## src/rtl/lpa_defines.svh

```systemverilog
// Register indexes, field positions, reset values for the partner ability.
`ifndef LPA_DEFINES_SVH
`define LPA_DEFINES_SVH

// Register indexes; the byte address is four times the index.
`define LPA_IDX_BSTAT    6'h01
`define LPA_IDX_ABILITY  6'h05
`define LPA_IDX_EXPAND   6'h06
`define LPA_IDX_CTRL     6'h08
`define LPA_IDX_IRQ_STAT 6'h09
`define LPA_IDX_IRQ_EN   6'h0A
`define LPA_IDX_IRQ_CLR  6'h0B

// Partner ability word fields.
`define LPA_BIT_MORE_PAGES   15
`define LPA_BIT_ACK          14
`define LPA_BIT_REMOTE_FAULT 13
`define LPA_BIT_PAUSE        10
`define LPA_BIT_FOUR_PAIR    9
`define LPA_BIT_FAST_FD      8
`define LPA_BIT_FAST_HD      7
`define LPA_BIT_TEN_FD       6
`define LPA_BIT_TEN_HD       5
`define LPA_SEL_MSB          4
`define LPA_ABILITY_RESET    16'h0000

// Basic status, expansion and control fields.
`define LPA_BIT_AN_DONE      5
`define LPA_BIT_LP_NEXT_PAGE 3
`define LPA_BIT_PAGE_RX      1
`define LPA_BIT_LP_AN_ABLE   0
`define LPA_BIT_AN_ENABLE    0
`define LPA_BIT_AN_RESTART   1
`define LPA_AN_ENABLE_RESET  1'h1

// Interrupt event positions.
`define LPA_EV_PAGE   0
`define LPA_EV_PARDET 1
`define LPA_EV_RFAULT 2
`define LPA_EV_COUNT  3

`endif

```

## src/rtl/lpa_pkg.sv

```systemverilog
// Types shared by the partner ability capture block.
package lpa_pkg;
    // One management word.
    typedef logic [15:0] mii_word_t;
    // Bus answer sequencing.
    typedef enum logic {ST_IDLE, ST_ANSWER} apb_state_t;
endpackage

```

## src/rtl/link_partner_ability_capture.sv

```systemverilog
// Link partner ability register with APB access and interrupts.
//
// The implementer's own choice: the APB slave port.
`timescale 1ns/100ps
`include "lpa_defines.svh"
module link_partner_ability_capture
    import lpa_pkg::*;
(
    // Clock and reset.
    input  wire logic             pclk,
    input  wire logic             presetn,
    // APB slave.
    input  wire logic             psel,
    input  wire logic             penable,
    input  wire logic             pwrite,
    input  wire logic [7:0]       paddr,
    input  wire logic [31:0]      pwdata,
    output logic      [31:0]      prdata,
    output logic                  pready,
    output logic                  pslverr,
    // Negotiation engine, same clock.
    input  wire logic             cw_valid,
    input  wire lpa_pkg::mii_word_t cw_data,
    input  wire logic             an_restart_req,
    input  wire logic             pd_link_up,
    input  wire logic             pd_is_100,
    input  wire logic             link_lost,
    // Control out to the engine.
    output logic                  an_enable,
    output logic                  an_restart,
    // Interrupt.
    output logic                  irq
);
    import lpa_pkg::*;

    // ------------------------------------------------------------
    // Declarations
    // ------------------------------------------------------------
    apb_state_t   st_r;          // Bus answer state.
    apb_state_t   st_nxt;        // Next bus answer state.
    logic [31:0]  prdata_nxt;    // Read data to present.
    logic         pready_nxt;    // Next ready.
    logic         pslverr_nxt;   // Next error.
    logic         an_enable_r;   // Software negotiation enable.
    logic         an_enable_nxt; // Next enable.
    logic         restart_r;     // Software restart pulse.
    logic         restart_nxt;   // Next restart pulse.
    logic         page_rx_r;     // Page received flag.
    logic         page_rx_nxt;   // Next page received flag.
    logic         acc;           // Transfer completes this edge.
    logic         wr_acc;        // Write completes this edge.
    logic         rd_acc;        // Read completes this edge.
    logic [5:0]   idx;           // Word index of the address.
    logic         mapped;        // Address hits a register.
    logic         restart_all;   // Any restart source.
    mii_word_t    ability;       // Stored partner word.
    logic         lp_an_able;    // Partner negotiated.
    logic         an_done;       // Negotiation finished.
    logic [`LPA_EV_COUNT-1:0] events;     // Event pulses.
    logic [`LPA_EV_COUNT-1:0] irq_status; // Sticky status.
    logic [`LPA_EV_COUNT-1:0] irq_enable; // Interrupt mask.
    logic         irq_int;       // Interrupt from the collector.

    // Byte address of the ability word, used by the checks.
    localparam logic [7:0] ABILITY_ADDR = {`LPA_IDX_ABILITY, 2'b00};

    // ------------------------------------------------------------
    // Bus decode
    // ------------------------------------------------------------
    // One wait state: pready rises in the second access cycle, and
    // every write and read side effect happens only at that edge.
    always_comb begin
        idx    = paddr[7:2];
        acc    = psel & penable & pready;
        wr_acc = acc & pwrite;
        rd_acc = acc & ~pwrite;
        case (idx)
            `LPA_IDX_BSTAT,
            `LPA_IDX_ABILITY,
            `LPA_IDX_EXPAND,
            `LPA_IDX_CTRL,
            `LPA_IDX_IRQ_STAT,
            `LPA_IDX_IRQ_EN,
            `LPA_IDX_IRQ_CLR: mapped = 1'b1;
            default:          mapped = 1'b0;
        endcase
    end

    // ------------------------------------------------------------
    // Answer sequencing and read mux
    // ------------------------------------------------------------
    always_comb begin
        st_nxt      = st_r;
        pready_nxt  = 1'b0;
        pslverr_nxt = 1'b0;
        prdata_nxt  = prdata;
        case (st_r)
            ST_IDLE: begin
                // Access phase seen: build the answer for next edge.
                if (psel && penable) begin
                    st_nxt      = ST_ANSWER;
                    pready_nxt  = 1'b1;
                    pslverr_nxt = ~mapped;
                    prdata_nxt  = 32'h0000_0000;
                    if (!pwrite) begin
                        case (idx)
                            `LPA_IDX_BSTAT: begin
                                // Completion flag software waits on.
                                prdata_nxt[`LPA_BIT_AN_DONE] = an_done;
                            end
                            `LPA_IDX_ABILITY: begin
                                // Reserved pair reads zero.
                                prdata_nxt[15:0] = ability;
                            end
                            `LPA_IDX_EXPAND: begin
                                prdata_nxt[`LPA_BIT_LP_NEXT_PAGE] =
                                    ability[`LPA_BIT_MORE_PAGES];
                                prdata_nxt[`LPA_BIT_PAGE_RX]    = page_rx_r;
                                prdata_nxt[`LPA_BIT_LP_AN_ABLE] = lp_an_able;
                            end
                            `LPA_IDX_CTRL: begin
                                prdata_nxt[`LPA_BIT_AN_ENABLE] = an_enable_r;
                            end
                            `LPA_IDX_IRQ_STAT: begin
                                prdata_nxt[`LPA_EV_COUNT-1:0] = irq_status;
                            end
                            `LPA_IDX_IRQ_EN: begin
                                prdata_nxt[`LPA_EV_COUNT-1:0] = irq_enable;
                            end
                            default: begin
                                // Clear register and holes read zero.
                                prdata_nxt = 32'h0000_0000;
                            end
                        endcase
                    end
                end
            end
            ST_ANSWER: begin
                // Transfer ends here; ready drops for the next one.
                st_nxt = ST_IDLE;
            end
            default: begin
                st_nxt = ST_IDLE;
            end
        endcase
    end

    always_ff @(posedge pclk or negedge presetn) begin
        if (!presetn) begin
            st_r    <= ST_IDLE;
            pready  <= 1'b0;
            pslverr <= 1'b0;
            prdata  <= 32'h0000_0000;
        end else begin
            st_r    <= st_nxt;
            pready  <= pready_nxt;
            pslverr <= pslverr_nxt;
            prdata  <= prdata_nxt;
        end
    end

    // ------------------------------------------------------------
    // Control register and page received flag
    // ------------------------------------------------------------
    // Writes to the ability index match no condition here, so the
    // stored word changes from the bus only through a control restart.
    always_comb begin
        an_enable_nxt = an_enable_r;
        restart_nxt   = 1'b0;
        page_rx_nxt   = page_rx_r;
        if (wr_acc && idx == `LPA_IDX_CTRL) begin
            an_enable_nxt = pwdata[`LPA_BIT_AN_ENABLE];
            restart_nxt   = pwdata[`LPA_BIT_AN_RESTART];
        end
        // Clear on ability read or lost link; a new page wins.
        if ((rd_acc && idx == `LPA_IDX_ABILITY) || link_lost) begin
            page_rx_nxt = 1'b0;
        end
        if (cw_valid) begin
            page_rx_nxt = 1'b1;
        end
    end

    always_ff @(posedge pclk or negedge presetn) begin
        if (!presetn) begin
            an_enable_r <= `LPA_AN_ENABLE_RESET;
            restart_r   <= 1'b0;
            page_rx_r   <= 1'b0;
            an_enable   <= `LPA_AN_ENABLE_RESET;
            an_restart  <= 1'b0;
            irq         <= 1'b0;
        end else begin
            an_enable_r <= an_enable_nxt;
            restart_r   <= restart_nxt;
            page_rx_r   <= page_rx_nxt;
            an_enable   <= an_enable_nxt;
            an_restart  <= restart_nxt;
            irq         <= irq_int;
        end
    end

    // ------------------------------------------------------------
    // Word storage and interrupts
    // ------------------------------------------------------------
    always_comb begin
        restart_all = restart_r | an_restart_req;
        events      = '0;
        events[`LPA_EV_PAGE]   = cw_valid;
        events[`LPA_EV_PARDET] = pd_link_up & an_enable_r;
        // Fault is recorded in status and can raise irq; an_enable and an_restart do not react to it.
        events[`LPA_EV_RFAULT] = cw_valid &
                                 cw_data[`LPA_BIT_REMOTE_FAULT];
    end

    lpa_word_store u_store (
        .pclk       (pclk),
        .presetn    (presetn),
        .cw_valid   (cw_valid),
        .cw_data    (cw_data),
        .restart    (restart_all),
        .pd_link_up (pd_link_up),
        .pd_is_100  (pd_is_100),
        .an_enable  (an_enable_r),
        .ability    (ability),
        .lp_an_able (lp_an_able),
        .an_done    (an_done)
    );

    lpa_irq #(.N(`LPA_EV_COUNT)) u_irq (
        .pclk    (pclk),
        .presetn (presetn),
        .events  (events),
        .en_wr   (wr_acc && idx == `LPA_IDX_IRQ_EN),
        .clr_wr  (wr_acc && idx == `LPA_IDX_IRQ_CLR),
        .wdata   (pwdata[`LPA_EV_COUNT-1:0]),
        .status  (irq_status),
        .enable  (irq_enable),
        .irq     (irq_int)
    );

    // ------------------------------------------------------------
    // Checks
    // ------------------------------------------------------------
    a_copy_upper: assert property (@(posedge pclk) disable iff (!presetn)
        cw_valid |=> ability[15:13] == $past(cw_data[15:13]))
        else $error("upper ability bits not copied");
    a_copy_ability: assert property (@(posedge pclk) disable iff (!presetn)
        cw_valid |=> ability[10:0] == $past(cw_data[10:0]))
        else $error("ability or selector not copied");
    a_restart_clear: assert property (@(posedge pclk) disable iff (!presetn)
        an_restart_req && !cw_valid && !pd_link_up
        |=> ability == 16'h0000)
        else $error("restart did not clear ability");
    a_pd_fast: assert property (@(posedge pclk) disable iff (!presetn)
        pd_link_up && an_enable_r && pd_is_100 && !cw_valid
        |=> ability[`LPA_BIT_FAST_HD] && !lp_an_able)
        else $error("parallel detect 100 not recorded");
    a_pd_ten: assert property (@(posedge pclk) disable iff (!presetn)
        pd_link_up && an_enable_r && !pd_is_100 && !cw_valid
        |=> ability[`LPA_BIT_TEN_HD] && an_done)
        else $error("parallel detect 10 not recorded");
    a_read_clears: assert property (@(posedge pclk) disable iff (!presetn)
        rd_acc && paddr == ABILITY_ADDR && !cw_valid
        |=> !page_rx_r)
        else $error("ability read kept page received");
    a_write_ignored: assert property (@(posedge pclk) disable iff (!presetn)
        wr_acc && paddr == ABILITY_ADDR && !cw_valid && !restart_all
        && !pd_link_up |=> $stable(ability))
        else $error("write changed ability");
    a_rsv_zero: assert property (@(posedge pclk) disable iff (!presetn)
        ability[12:11] == 2'h0)
        else $error("reserved ability bits set");
    a_ready_wait: assert property (@(posedge pclk) disable iff (!presetn)
        psel && penable && !pready |=> pready ##1 !pready)
        else $error("ready not one cycle after one wait");
    // Page flag, fault event and interrupt level follow their flops,
    // so a broken set path or a lost flop stage shows up here.
    a_page_set: assert property (@(posedge pclk) disable iff (!presetn)
        cw_valid |=> page_rx_r)
        else $error("received page not flagged");
    a_fault_event: assert property (@(posedge pclk) disable iff (!presetn)
        cw_valid && cw_data[`LPA_BIT_REMOTE_FAULT]
        |=> irq_status[`LPA_EV_RFAULT])
        else $error("remote fault event not recorded");
    a_irq_level: assert property (@(posedge pclk) disable iff (!presetn)
        irq == $past(|(irq_status & irq_enable)))
        else $error("interrupt level does not follow status");
    a_restart_once: assert property (@(posedge pclk) disable iff (!presetn)
        an_restart |=> !an_restart)
        else $error("restart pulse longer than one cycle");
endmodule

```

## src/rtl/lpa_irq.sv

```systemverilog
// Sticky event status, enable mask and level interrupt.
`timescale 1ns/100ps
module lpa_irq #(
    parameter int N = 3
) (
    // Clock and reset.
    input  wire logic         pclk,
    input  wire logic         presetn,
    // Events, one-cycle pulses.
    input  wire logic [N-1:0] events,
    // Software access.
    input  wire logic         en_wr,
    input  wire logic         clr_wr,
    input  wire logic [N-1:0] wdata,
    // State.
    output logic      [N-1:0] status,
    output logic      [N-1:0] enable,
    output logic              irq
);
    logic [N-1:0] status_nxt; // Next sticky bits.
    logic [N-1:0] enable_nxt; // Next mask.
    logic         irq_nxt;    // Next interrupt level.

    // Elaboration check: the status bits must fit one bus word.
    if (N < 1 || N > 32) begin : g_bad_n
        $error("lpa_irq: N out of range");
    end

    // ------------------------------------------------------------
    // Sticky bits
    // ------------------------------------------------------------
    // An event in the clearing cycle keeps its bit set.
    for (genvar i = 0; i < N; i++) begin : g_bit
        always_comb begin
            status_nxt[i] = events[i] | (status[i] & ~(clr_wr & wdata[i]));
        end
    end

    always_comb begin
        enable_nxt = en_wr ? wdata : enable;
        irq_nxt    = |(status_nxt & enable_nxt);
    end

    // Interrupt is a flop so it follows status in the same cycle.
    always_ff @(posedge pclk or negedge presetn) begin
        if (!presetn) begin
            status <= '0;
            enable <= '0;
            irq    <= 1'b0;
        end else begin
            status <= status_nxt;
            enable <= enable_nxt;
            irq    <= irq_nxt;
        end
    end
endmodule

```

## src/rtl/lpa_word_store.sv

```systemverilog
// Storage of the partner ability word and its completion flags.
`timescale 1ns/100ps
`include "lpa_defines.svh"
module lpa_word_store
    import lpa_pkg::*;
(
    // Clock and reset.
    input  wire logic             pclk,
    input  wire logic             presetn,
    // Events from the negotiation engine.
    input  wire logic             cw_valid,
    input  wire lpa_pkg::mii_word_t cw_data,
    input  wire logic             restart,
    input  wire logic             pd_link_up,
    input  wire logic             pd_is_100,
    input  wire logic             an_enable,
    // Stored state.
    output lpa_pkg::mii_word_t    ability,
    output logic                  lp_an_able,
    output logic                  an_done
);
    mii_word_t ability_nxt;   // Next ability word.
    logic      lp_an_able_nxt; // Next partner-can-negotiate flag.
    logic      an_done_nxt;    // Next completion flag.

    // ------------------------------------------------------------
    // Next state
    // ------------------------------------------------------------
    // A new word or detection wins over a restart in the same cycle,
    // so an event is never lost to the clear.
    always_comb begin
        ability_nxt    = ability;
        lp_an_able_nxt = lp_an_able;
        an_done_nxt    = an_done;
        if (restart) begin
            ability_nxt    = `LPA_ABILITY_RESET;
            lp_an_able_nxt = 1'b0;
            an_done_nxt    = 1'b0;
        end
        if (cw_valid) begin
            // Whole word copied, reserved pair forced to zero.
            ability_nxt        = cw_data;
            ability_nxt[12:11] = 2'h0;
            lp_an_able_nxt     = 1'b1;
            an_done_nxt        = 1'b1;
        end else if (pd_link_up && an_enable) begin
            // Partner cannot negotiate: record the detected speed.
            if (pd_is_100) begin
                ability_nxt[`LPA_BIT_FAST_HD] = 1'b1;
            end else begin
                ability_nxt[`LPA_BIT_TEN_HD] = 1'b1;
            end
            lp_an_able_nxt = 1'b0;
            an_done_nxt    = 1'b1;
        end
    end

    // ------------------------------------------------------------
    // Registers
    // ------------------------------------------------------------
    always_ff @(posedge pclk or negedge presetn) begin
        if (!presetn) begin
            ability    <= `LPA_ABILITY_RESET;
            lp_an_able <= 1'b0;
            an_done    <= 1'b0;
        end else begin
            ability    <= ability_nxt;
            lp_an_able <= lp_an_able_nxt;
            an_done    <= an_done_nxt;
        end
    end
endmodule

```

## config.mk

```make
export PLATFORM = sky130hd
export DESIGN_NAME = link_partner_ability_capture
export DESIGN_NICKNAME = d
export VERILOG_FILES = /design/src/rtl/lpa_pkg.sv /design/src/rtl/link_partner_ability_capture.sv /design/src/rtl/lpa_irq.sv /design/src/rtl/lpa_word_store.sv
export VERILOG_INCLUDE_DIRS = /design/src /design/src/rtl
export SDC_FILE = /design/constraint.sdc
export NUM_CORES = 1
export LEC_CHECK = 0
export BUFFER_PORTS_ARGS = -buffer_cell sky130_fd_sc_hd__buf_2
export CORE_MARGIN = 10
export CORE_UTILIZATION = 35
export DETAILED_ROUTE_END_ITERATION = 8
export SKIP_LAST_GASP = 1
export SLEW_MARGIN = 20
export SYNTH_ARGS = -nofsm -noshare
export SYNTH_HDL_FRONTEND = slang
export SYNTH_SLANG_ARGS = --single-unit
export TNS_END_PERCENT = 30
```

## constraint.sdc

```tcl
create_clock -name pclk -period 3.66 [get_ports pclk]
set_input_delay 0.366 -clock pclk [delete_from_list [all_inputs] [get_ports pclk]]
set_output_delay 0.366 -clock pclk [all_outputs]
set_load 0.005 [all_outputs]
```

==> results of run 1 <==
==> worst register-to-register path: cells and delay by family (launching register included) <==
kind	cells	cell delay [ps]
flip-flops	1	400
AND/OR/NAND/NOR	2	850
AO/OA/AOI/OAI	1	230
buffers and inverters	1	220
==> metal layers <==
metal  global-route usage [%]  vias to the layer above  wire length (um)
met5                        0                        -                 0
met4                     5.08                        0                80
met3                     3.50                        7               493
met2                     16.5                       58              2300
met1                     15.3                      752              2340
li1                         -                      722                 -
==> cell usage after synthesis (all sizes together) <==
master   count  area, um2
nand3        9       45.0
a22o        23        201
a21oi        4       20.0
a221o        3       30.0
nand2        6       22.5
dfrtp       43       1080
a21o         1       7.51
and2b        1       7.51
nand2b       3       18.8
mux2i        4       40.0
inv          9       33.8
or4          1       11.3
o21a         1       7.51
o21ai        3       15.0
o211ai       1       7.51
o211a        1       10.0
o221ai       2       17.5
a31o         2       17.5
or2          1       6.26
nand4        2       12.5
o31ai        1       7.51
dfstp        1       26.3
clkbuf       9       33.8
a22oi        2       15.0
nor2         3       11.3
nor4b        2       38.8
o21bai       1       7.51
nor3         5       25.0
mux2         1       15.0
a2bb2oi      1       8.76
and2         1       6.26
nand4b       1       8.76
nand3b       1       7.51
nor2b        3       18.8
nor3b        2       15.0
o32a         1       10.0
conb         1       3.75
buf         18        133
or4b         1       10.0
nor4         2       12.5
o31a         2       17.5
==> cells by family after synthesis <==
family,Yosys count
AOI/OAI and AO/OA,49
buffers and inverters,36
DFF,44
muxes,5
other,1
and+or+nand+nor,44
==> state kept, by name (all words and copies together), names as in the netlist <==
signal	flops
pready	1
page_rx_r	1
u_irq.irq	1
restart_r	1
u_irq.status	3
irq	1
u_irq.enable	3
u_store.an_done	1
u_store.lp_an_able	1
u_store.ability	14
prdata	15
pslverr	1
an_enable_r	1
==> layout by cell type, fill, tap and decap left out, types with 2 or more instances in the layout <==
master and instances:
o31a_1 2, clkbuf_8 5, bufinv_16 2, a21oi_1 4
inv_1 9, conb_1 16, nand2b_1 3, nor2_1 3
nand4_1 2, dfrtp_1 43, buf_4 2, nand3_1 9
a31o_2 2, a22o_1 23, o21ai_0 3, a22oi_1 2
a221o_1 3, mux2i_1 4, o221ai_1 2, nor4_1 2
nand2_1 6, buf_2 52, nor2b_1 3, nor3b_1 2
nor3_1 4
==> metrics by stage <==
step	std cells	total power [mW]	cell area, um2	setup WS (ps)
5_1_grt	300	1.08	2430	1610
2_1_floorplan	194	0.578	2100	1820
4_1_cts	300	1.04	2430	1750
3_5_place_dp	293	0.613	2300	1460
6_report	300	1.03	2430	1740
3_3_place_gp	293	0.611	2300	1480
==> final timing paths <==
kind,from,to,depth (start not counted)
worst max-delay path,paddr[5],prdata[9],4
max in group asynchronous,presetn,prdata[14],1
worst min-delay path,presetn,irq,1
worst min register to register,u_irq.irq,irq,0
worst max register to register,pready,prdata[9],4
min in group pclk,pwdata[1],restart_r,3
==> layout make-up <==
| cell class | count | area, um2 | share of cell area, % |
|---|---|---|---|
| Clock buffer | 5 | 68.8 | 2.83 |
| Clock inverter | 2 | 60.1 | 2.47 |
| Inverter | 9 | 33.8 | 1.39 |
| Multi-Input combinational cell | 114 | 805 | 33.0 |
| Sequential cell | 44 | 1100 | 45.3 |
| Tap cell | 72 | 90.1 | 3.70 |
| Timing Repair Buffer | 54 | 275 | 11.3 |
==> power by group through the flow <==
stage / sequential (mW) / clock [mW] / combinational (mW)
floorplan: 0.520 / 0 / 0.0585
global placement: 0.522 / 0 / 0.0889
detailed placement: 0.522 / 0 / 0.0904
CTS: 0.513 / 0.441 / 0.0908
global route: 0.515 / 0.462 / 0.103
finish: 0.513 / 0.431 / 0.0913
==> flow_metrics.tcl, run 1 <==
set metrics [dict create \
    status "finished clean" \
    fin_skew_ps 8.69 \
    worstSetupStartpointType "primary input" \
    synth_simple_gate_area_share_pct 13.6 \
    synth_warnings 0 \
    cts-resized-gates 0 \
    dp_hpwl_mm 3.76 \
    relSlewSlack_pct 48.5 \
    antenna_found_initial 0 \
    synth_compound_area_share_pct 19.6 \
    worstMarginPinSlew_ps 770 \
    portBuffers 53 \
    hold_path_class "primary input to async pin" \
    vdd.ir_drop.worst_v 0.000163 \
    yosysSeqAreaShare_pct 54.0 \
    routedWlPerCell_um 17.4 \
    final_core_util_pct 43.7 \
    maxCapViolCount 0 \
    power.density_nw_per_um2 425 \
    internal-power_uw 808 \
    setup_viol 0 \
    arrival_ps 2140 \
    critPathMaxStageDelay_ps 730 \
    crit_buf_inv 1 \
    rows 27 \
    path_delay_family "simple AND/OR/NAND/NOR gates" \
    cts.clk_slew.worst_paths_ps 80 \
    end_kind "flop" \
    postCtsSetupRepairBufs 0 \
    synth_area_um2 2040 \
    tns_ps 0 \
    pwr-share-seq_pct 49.6 \
    drt_first_pass_iters 4 \
    sw_frac_of_total_pct 21.9 \
    crit_fanout 10 \
    critPathKind "primary input to flop" \
    drt-initial-drc-count 179 \
    cts_htree_levels 2 \
    synth_area_per_cell_um2 11.4 \
    yosys.area_share.adder_pct 0 \
    cts_root_buf "clkbuf_8" \
    die_area_um2 9280 \
    hold_slack_ps 59.3 \
    grt.total_usage_pct 11.4 \
    slew_violations 0 \
    fmax_mhz 522 \
    synthMuxAreaShare_pct 2.70 \
    place.gp.congestion 0.808 \
    synth.distinct_cells 43 \
    synth-xor-area-share_pct 0 \
    grt_pass1_wl_mm 8.22 \
    crit_chain "buf_2 > nor4b_2 > nor4b_4 > a22o_1" \
    cts_max_path_buffers 2 \
    fillCellCount 533 \
    io_pins 103 \
    routed_via_density 5.13 \
    clock-sinks 44 \
    ys_ff_latch 44 \
    fin_crit_ps 1920 \
    switchingPower_uw 227 \
    comb_power_share_pct 8.8 \
    tritoncts "built" \
    initial_core_util_pct 36.6 \
    cp_slowest_cell "nor4b_4" \
    period_share_pct 52.3 \
    grt_overflow 0 \
    grt_pass1_vias 1621 \
    hold_buffers 0 \
    drc 0 \
    synth_top_family_by_area "compound AO/OA/AOI/OAI gates" \
    fin_nets 294 \
    power.share.clock_pct 41.6 \
    cp_data_required_time_ps 3890 \
    cts_buffers 5 \
    p_leak_nw 1.22 \
    drt_wl_total_mm 5.21 \
    core_area_um2 5570 \
    r2r_setup_slack_ps 1890 \
    grt_max_degree 45 \
    drive_gt1_share_pct 30.7 \
    dieWidth_um 96.3 \
    detail-route-antenna-nets 0 \
    rsz0062_at_grt "false" \
    synthCells 179 \
    hold_viol 0 \
    area_growth_pct 19.4 \
    vias 1539 \
    die_h_um 96.3 \
    insertion_delay_ps 290 \
    antenna_cells 0 \
]
Note: power is estimated with default switching activity, not from simulation.
==> run 2, diff against run 1 <==
- ABC_AREA: not set -> 1
- clock period: 3.66 -> 2 ns (I/O delays scaled with it)
==> run 2 against run 1 <==
Synthesized cell count grew 32%. Largest power group unchanged. Setup slack worse by 1100 ps. Design area up 0.36%. Via count rose by 7.6%. Utilization increased by 0.16 points. Non-clock buffer count is 2 higher.
==> flow_metrics.tcl, run 2 <==
set metrics [dict create \
    antenna_found_initial 0 \
    insertion_delay_ps 290 \
    cts_buffers 5 \
    grt_pass1_wl_mm 7.78 \
    p_leak_nw 1.33 \
    rsz0062_at_grt "false" \
    cts_max_path_buffers 2 \
    arrival_ps 1530 \
    drc 0 \
    synth_compound_area_share_pct 8.37 \
    final_cell_mix "nand2_1, buf_2, dfrtp_1" \
    vias 1656 \
    synth_simple_gate_area_share_pct 25.3 \
    synth_top_family_by_area "simple AND/OR/NAND/NOR gates" \
    hold_viol 0 \
    crit_chain "nand3_1 > nor2_4 > nand3_1 > nand2_1 > nand2_1 > nand2_1 > nand3_1" \
    power.density_nw_per_um2 731 \
    status "finished clean" \
    multi_input_area_um2 744 \
    synthMuxAreaShare_pct 0 \
    grt_max_degree 45 \
    postCtsSetupRepairBufs 0 \
    ys_ff_latch 44 \
    drt_first_pass_iters 4 \
    internal-power_mw 1.35 \
    ff_latch_area_um2 1100 \
    layout_commonest_cell "nand2_1" \
    yosysTopAreaCellShare_pct 52.9 \
    critPathMaxStageDelay_ps 410 \
    tritoncts "built" \
    synthArstFlopShare_pct 100 \
    yosys.area_share.adder_pct 0 \
    worstMarginPinSlew_ps 554 \
    largest_reg_flops 15 \
    period_share_pct 67.7 \
    synth.largest_area_cell "dfrtp_1" \
    routed_via_density 4.51 \
    switchingPower_uw 431 \
    comb_power_share_pct 8.9 \
    dieWidth_um 96.2 \
    drt-initial-drc-count 58 \
    largest-register "prdata" \
    yosysSeqAreaShare_pct 54.2 \
    place.gp.congestion 0.796 \
    final_core_util_pct 43.8 \
    fin_skew_ps 9.97 \
    die_area_um2 9260 \
    critPathKind "flop to flop" \
    pwr-share-seq_pct 52.5 \
    synth_common_cells "nand2_1, dfrtp_1, inv_1, o21ai_0" \
    initial_core_util_pct 36.5 \
    synth-edff-count 0 \
    fillCellCount 566 \
    clock-sinks 44 \
    area_growth_pct 20.2 \
    io_pins 103 \
    drt_wl_total_mm 4.90 \
    hold_path_class "primary input to flop" \
    end_kind "flop" \
    grt_pass1_vias 1675 \
    maxCapViolCount 0 \
    sw_frac_of_total_pct 24.1 \
    cts.clk_slew.worst_paths_ps 90 \
    setup_viol 0 \
    synthCells 236 \
    routedWlPerCell_um 13.4 \
    grt.total_usage_pct 10.6 \
    relSlewSlack_pct 63.1 \
    synth.distinct_cells 22 \
    synth_area_per_cell_um2 8.62 \
    fin_crit_ps 1350 \
    dp_cells 358 \
    fin_cells 367 \
    cp_data_required_time_ps 2170 \
    setup_ws_ps 646 \
    drive_gt1_share_pct 25.4 \
    top_regs "prdata: 15 flops, u_store.ability: 14 flops" \
    synth_area_um2 2030 \
    slew_violations 0 \
    synth_most_common_cell "nand2_1" \
    rows 27 \
    cts_root_buf "clkbuf_8" \
    detail-route-antenna-nets 0 \
    core_area_um2 5570 \
    fin_nets 360 \
    worstSetupStartpointType "flop" \
    cts_htree_levels 2 \
    synth_flop_cell "dfrtp_1" \
    tns_ps 0 \
    pre_cts_ws_ps 644 \
    crit_fanout 8 \
    antenna_cells 0 \
    grt_overflow 0 \
    synth_warnings 0 \
    power.share.clock_pct 38.6 \
    portBuffers 53 \
    fmax_mhz 739 \
    synth-xor-area-share_pct 0 \
    vdd.ir_drop.worst_v 0.000398 \
    synthTopCellsByArea "dfrtp_1, nand2_1, buf_4" \
    die_h_um 96.2 \
    finalPower_mw 1.79 \
    cp_slowest_cell "dfrtp_1" \
    dp_hpwl_mm 3.81 \
    cts-resized-gates 0 \
]
-- run 2: power by group through the flow --
stage / logic [mW] / registers (mW) / clock network, mW
after floorplan: 0.0990 / 0.951 / 0
after global placement: 0.156 / 0.954 / 0
after detailed placement: 0.159 / 0.955 / 0
after CTS: 0.161 / 0.938 / 0.709
after global routing: 0.185 / 0.941 / 0.745
final: 0.159 / 0.937 / 0.690
-- run 2: final cells by class --
class | count | share of cell area (%)
repair buffers | 56 | 11.9
flip-flops and latches | 44 | 45.1
inverters | 27 | 4.15
multi-input cells | 160 | 30.5
clock buffers | 5 | 2.82
well taps | 72 | 3.69
clock inverters | 3 | 1.89
-- run 2: final timing paths --
| kind | slack, ps | to | cells past startpoint | startpoint |
|---|---|---|---|---|
| worst min-delay path | 110 | u_store.ability[10] | 3 | cw_data[10] |
| worst min register to register | 360 | irq | 0 | u_irq.irq |
| worst max-delay path | 650 | u_irq.irq | 7 | pready |
| max in group asynchronous | 1110 | prdata[8] | 3 | presetn |
| worst max register to register | 650 | u_irq.irq | 7 | pready |
| min in group asynchronous | 510 | irq | 3 | presetn |
-- run 2: cells by family (layout without fill, tap and decap cells) --
kind of cell / after synthesis / count (layout)
AO/OA/AOI/OAI: 29 / 29
buffers and inverters: 47 / 91
flip-flops: 44 / 44
other: 1 / 16
AND/OR/NAND/NOR: 115 / 115
-- run 2: worst max-delay path, delay by kind of cell, from the launching register on --
family | cells | cell delay, ps
simple gates | 7 | 830
flops | 1 | 410
-- run 2: metrics by stage --
step	hold slack (ps)	area, um2
2_1_floorplan	-95.6	2090
3_3_place_gp	310	2320
4_1_cts	102	2440
5_1_grt	113	2440
6_report	105	2440
3_5_place_dp	312	2320
-- run 2: per-layer routing --
metal  wire length (um)  up-vias  global-route usage (%)  share of wire (%)
met2               2410       54                    18.0                 49
met5                  0        -                       0                  0
met4                 53        0                    3.56                1.1
met1               2090      774                    12.5                 43
li1                   -      824                       -                  -
met3                350        4                    3.27                7.1
-- run 2: what timing repair did --
item	CTS	global route
setup endpoints to repair	0	0
hold buffers	1	0
hold endpoints to repair	41	0
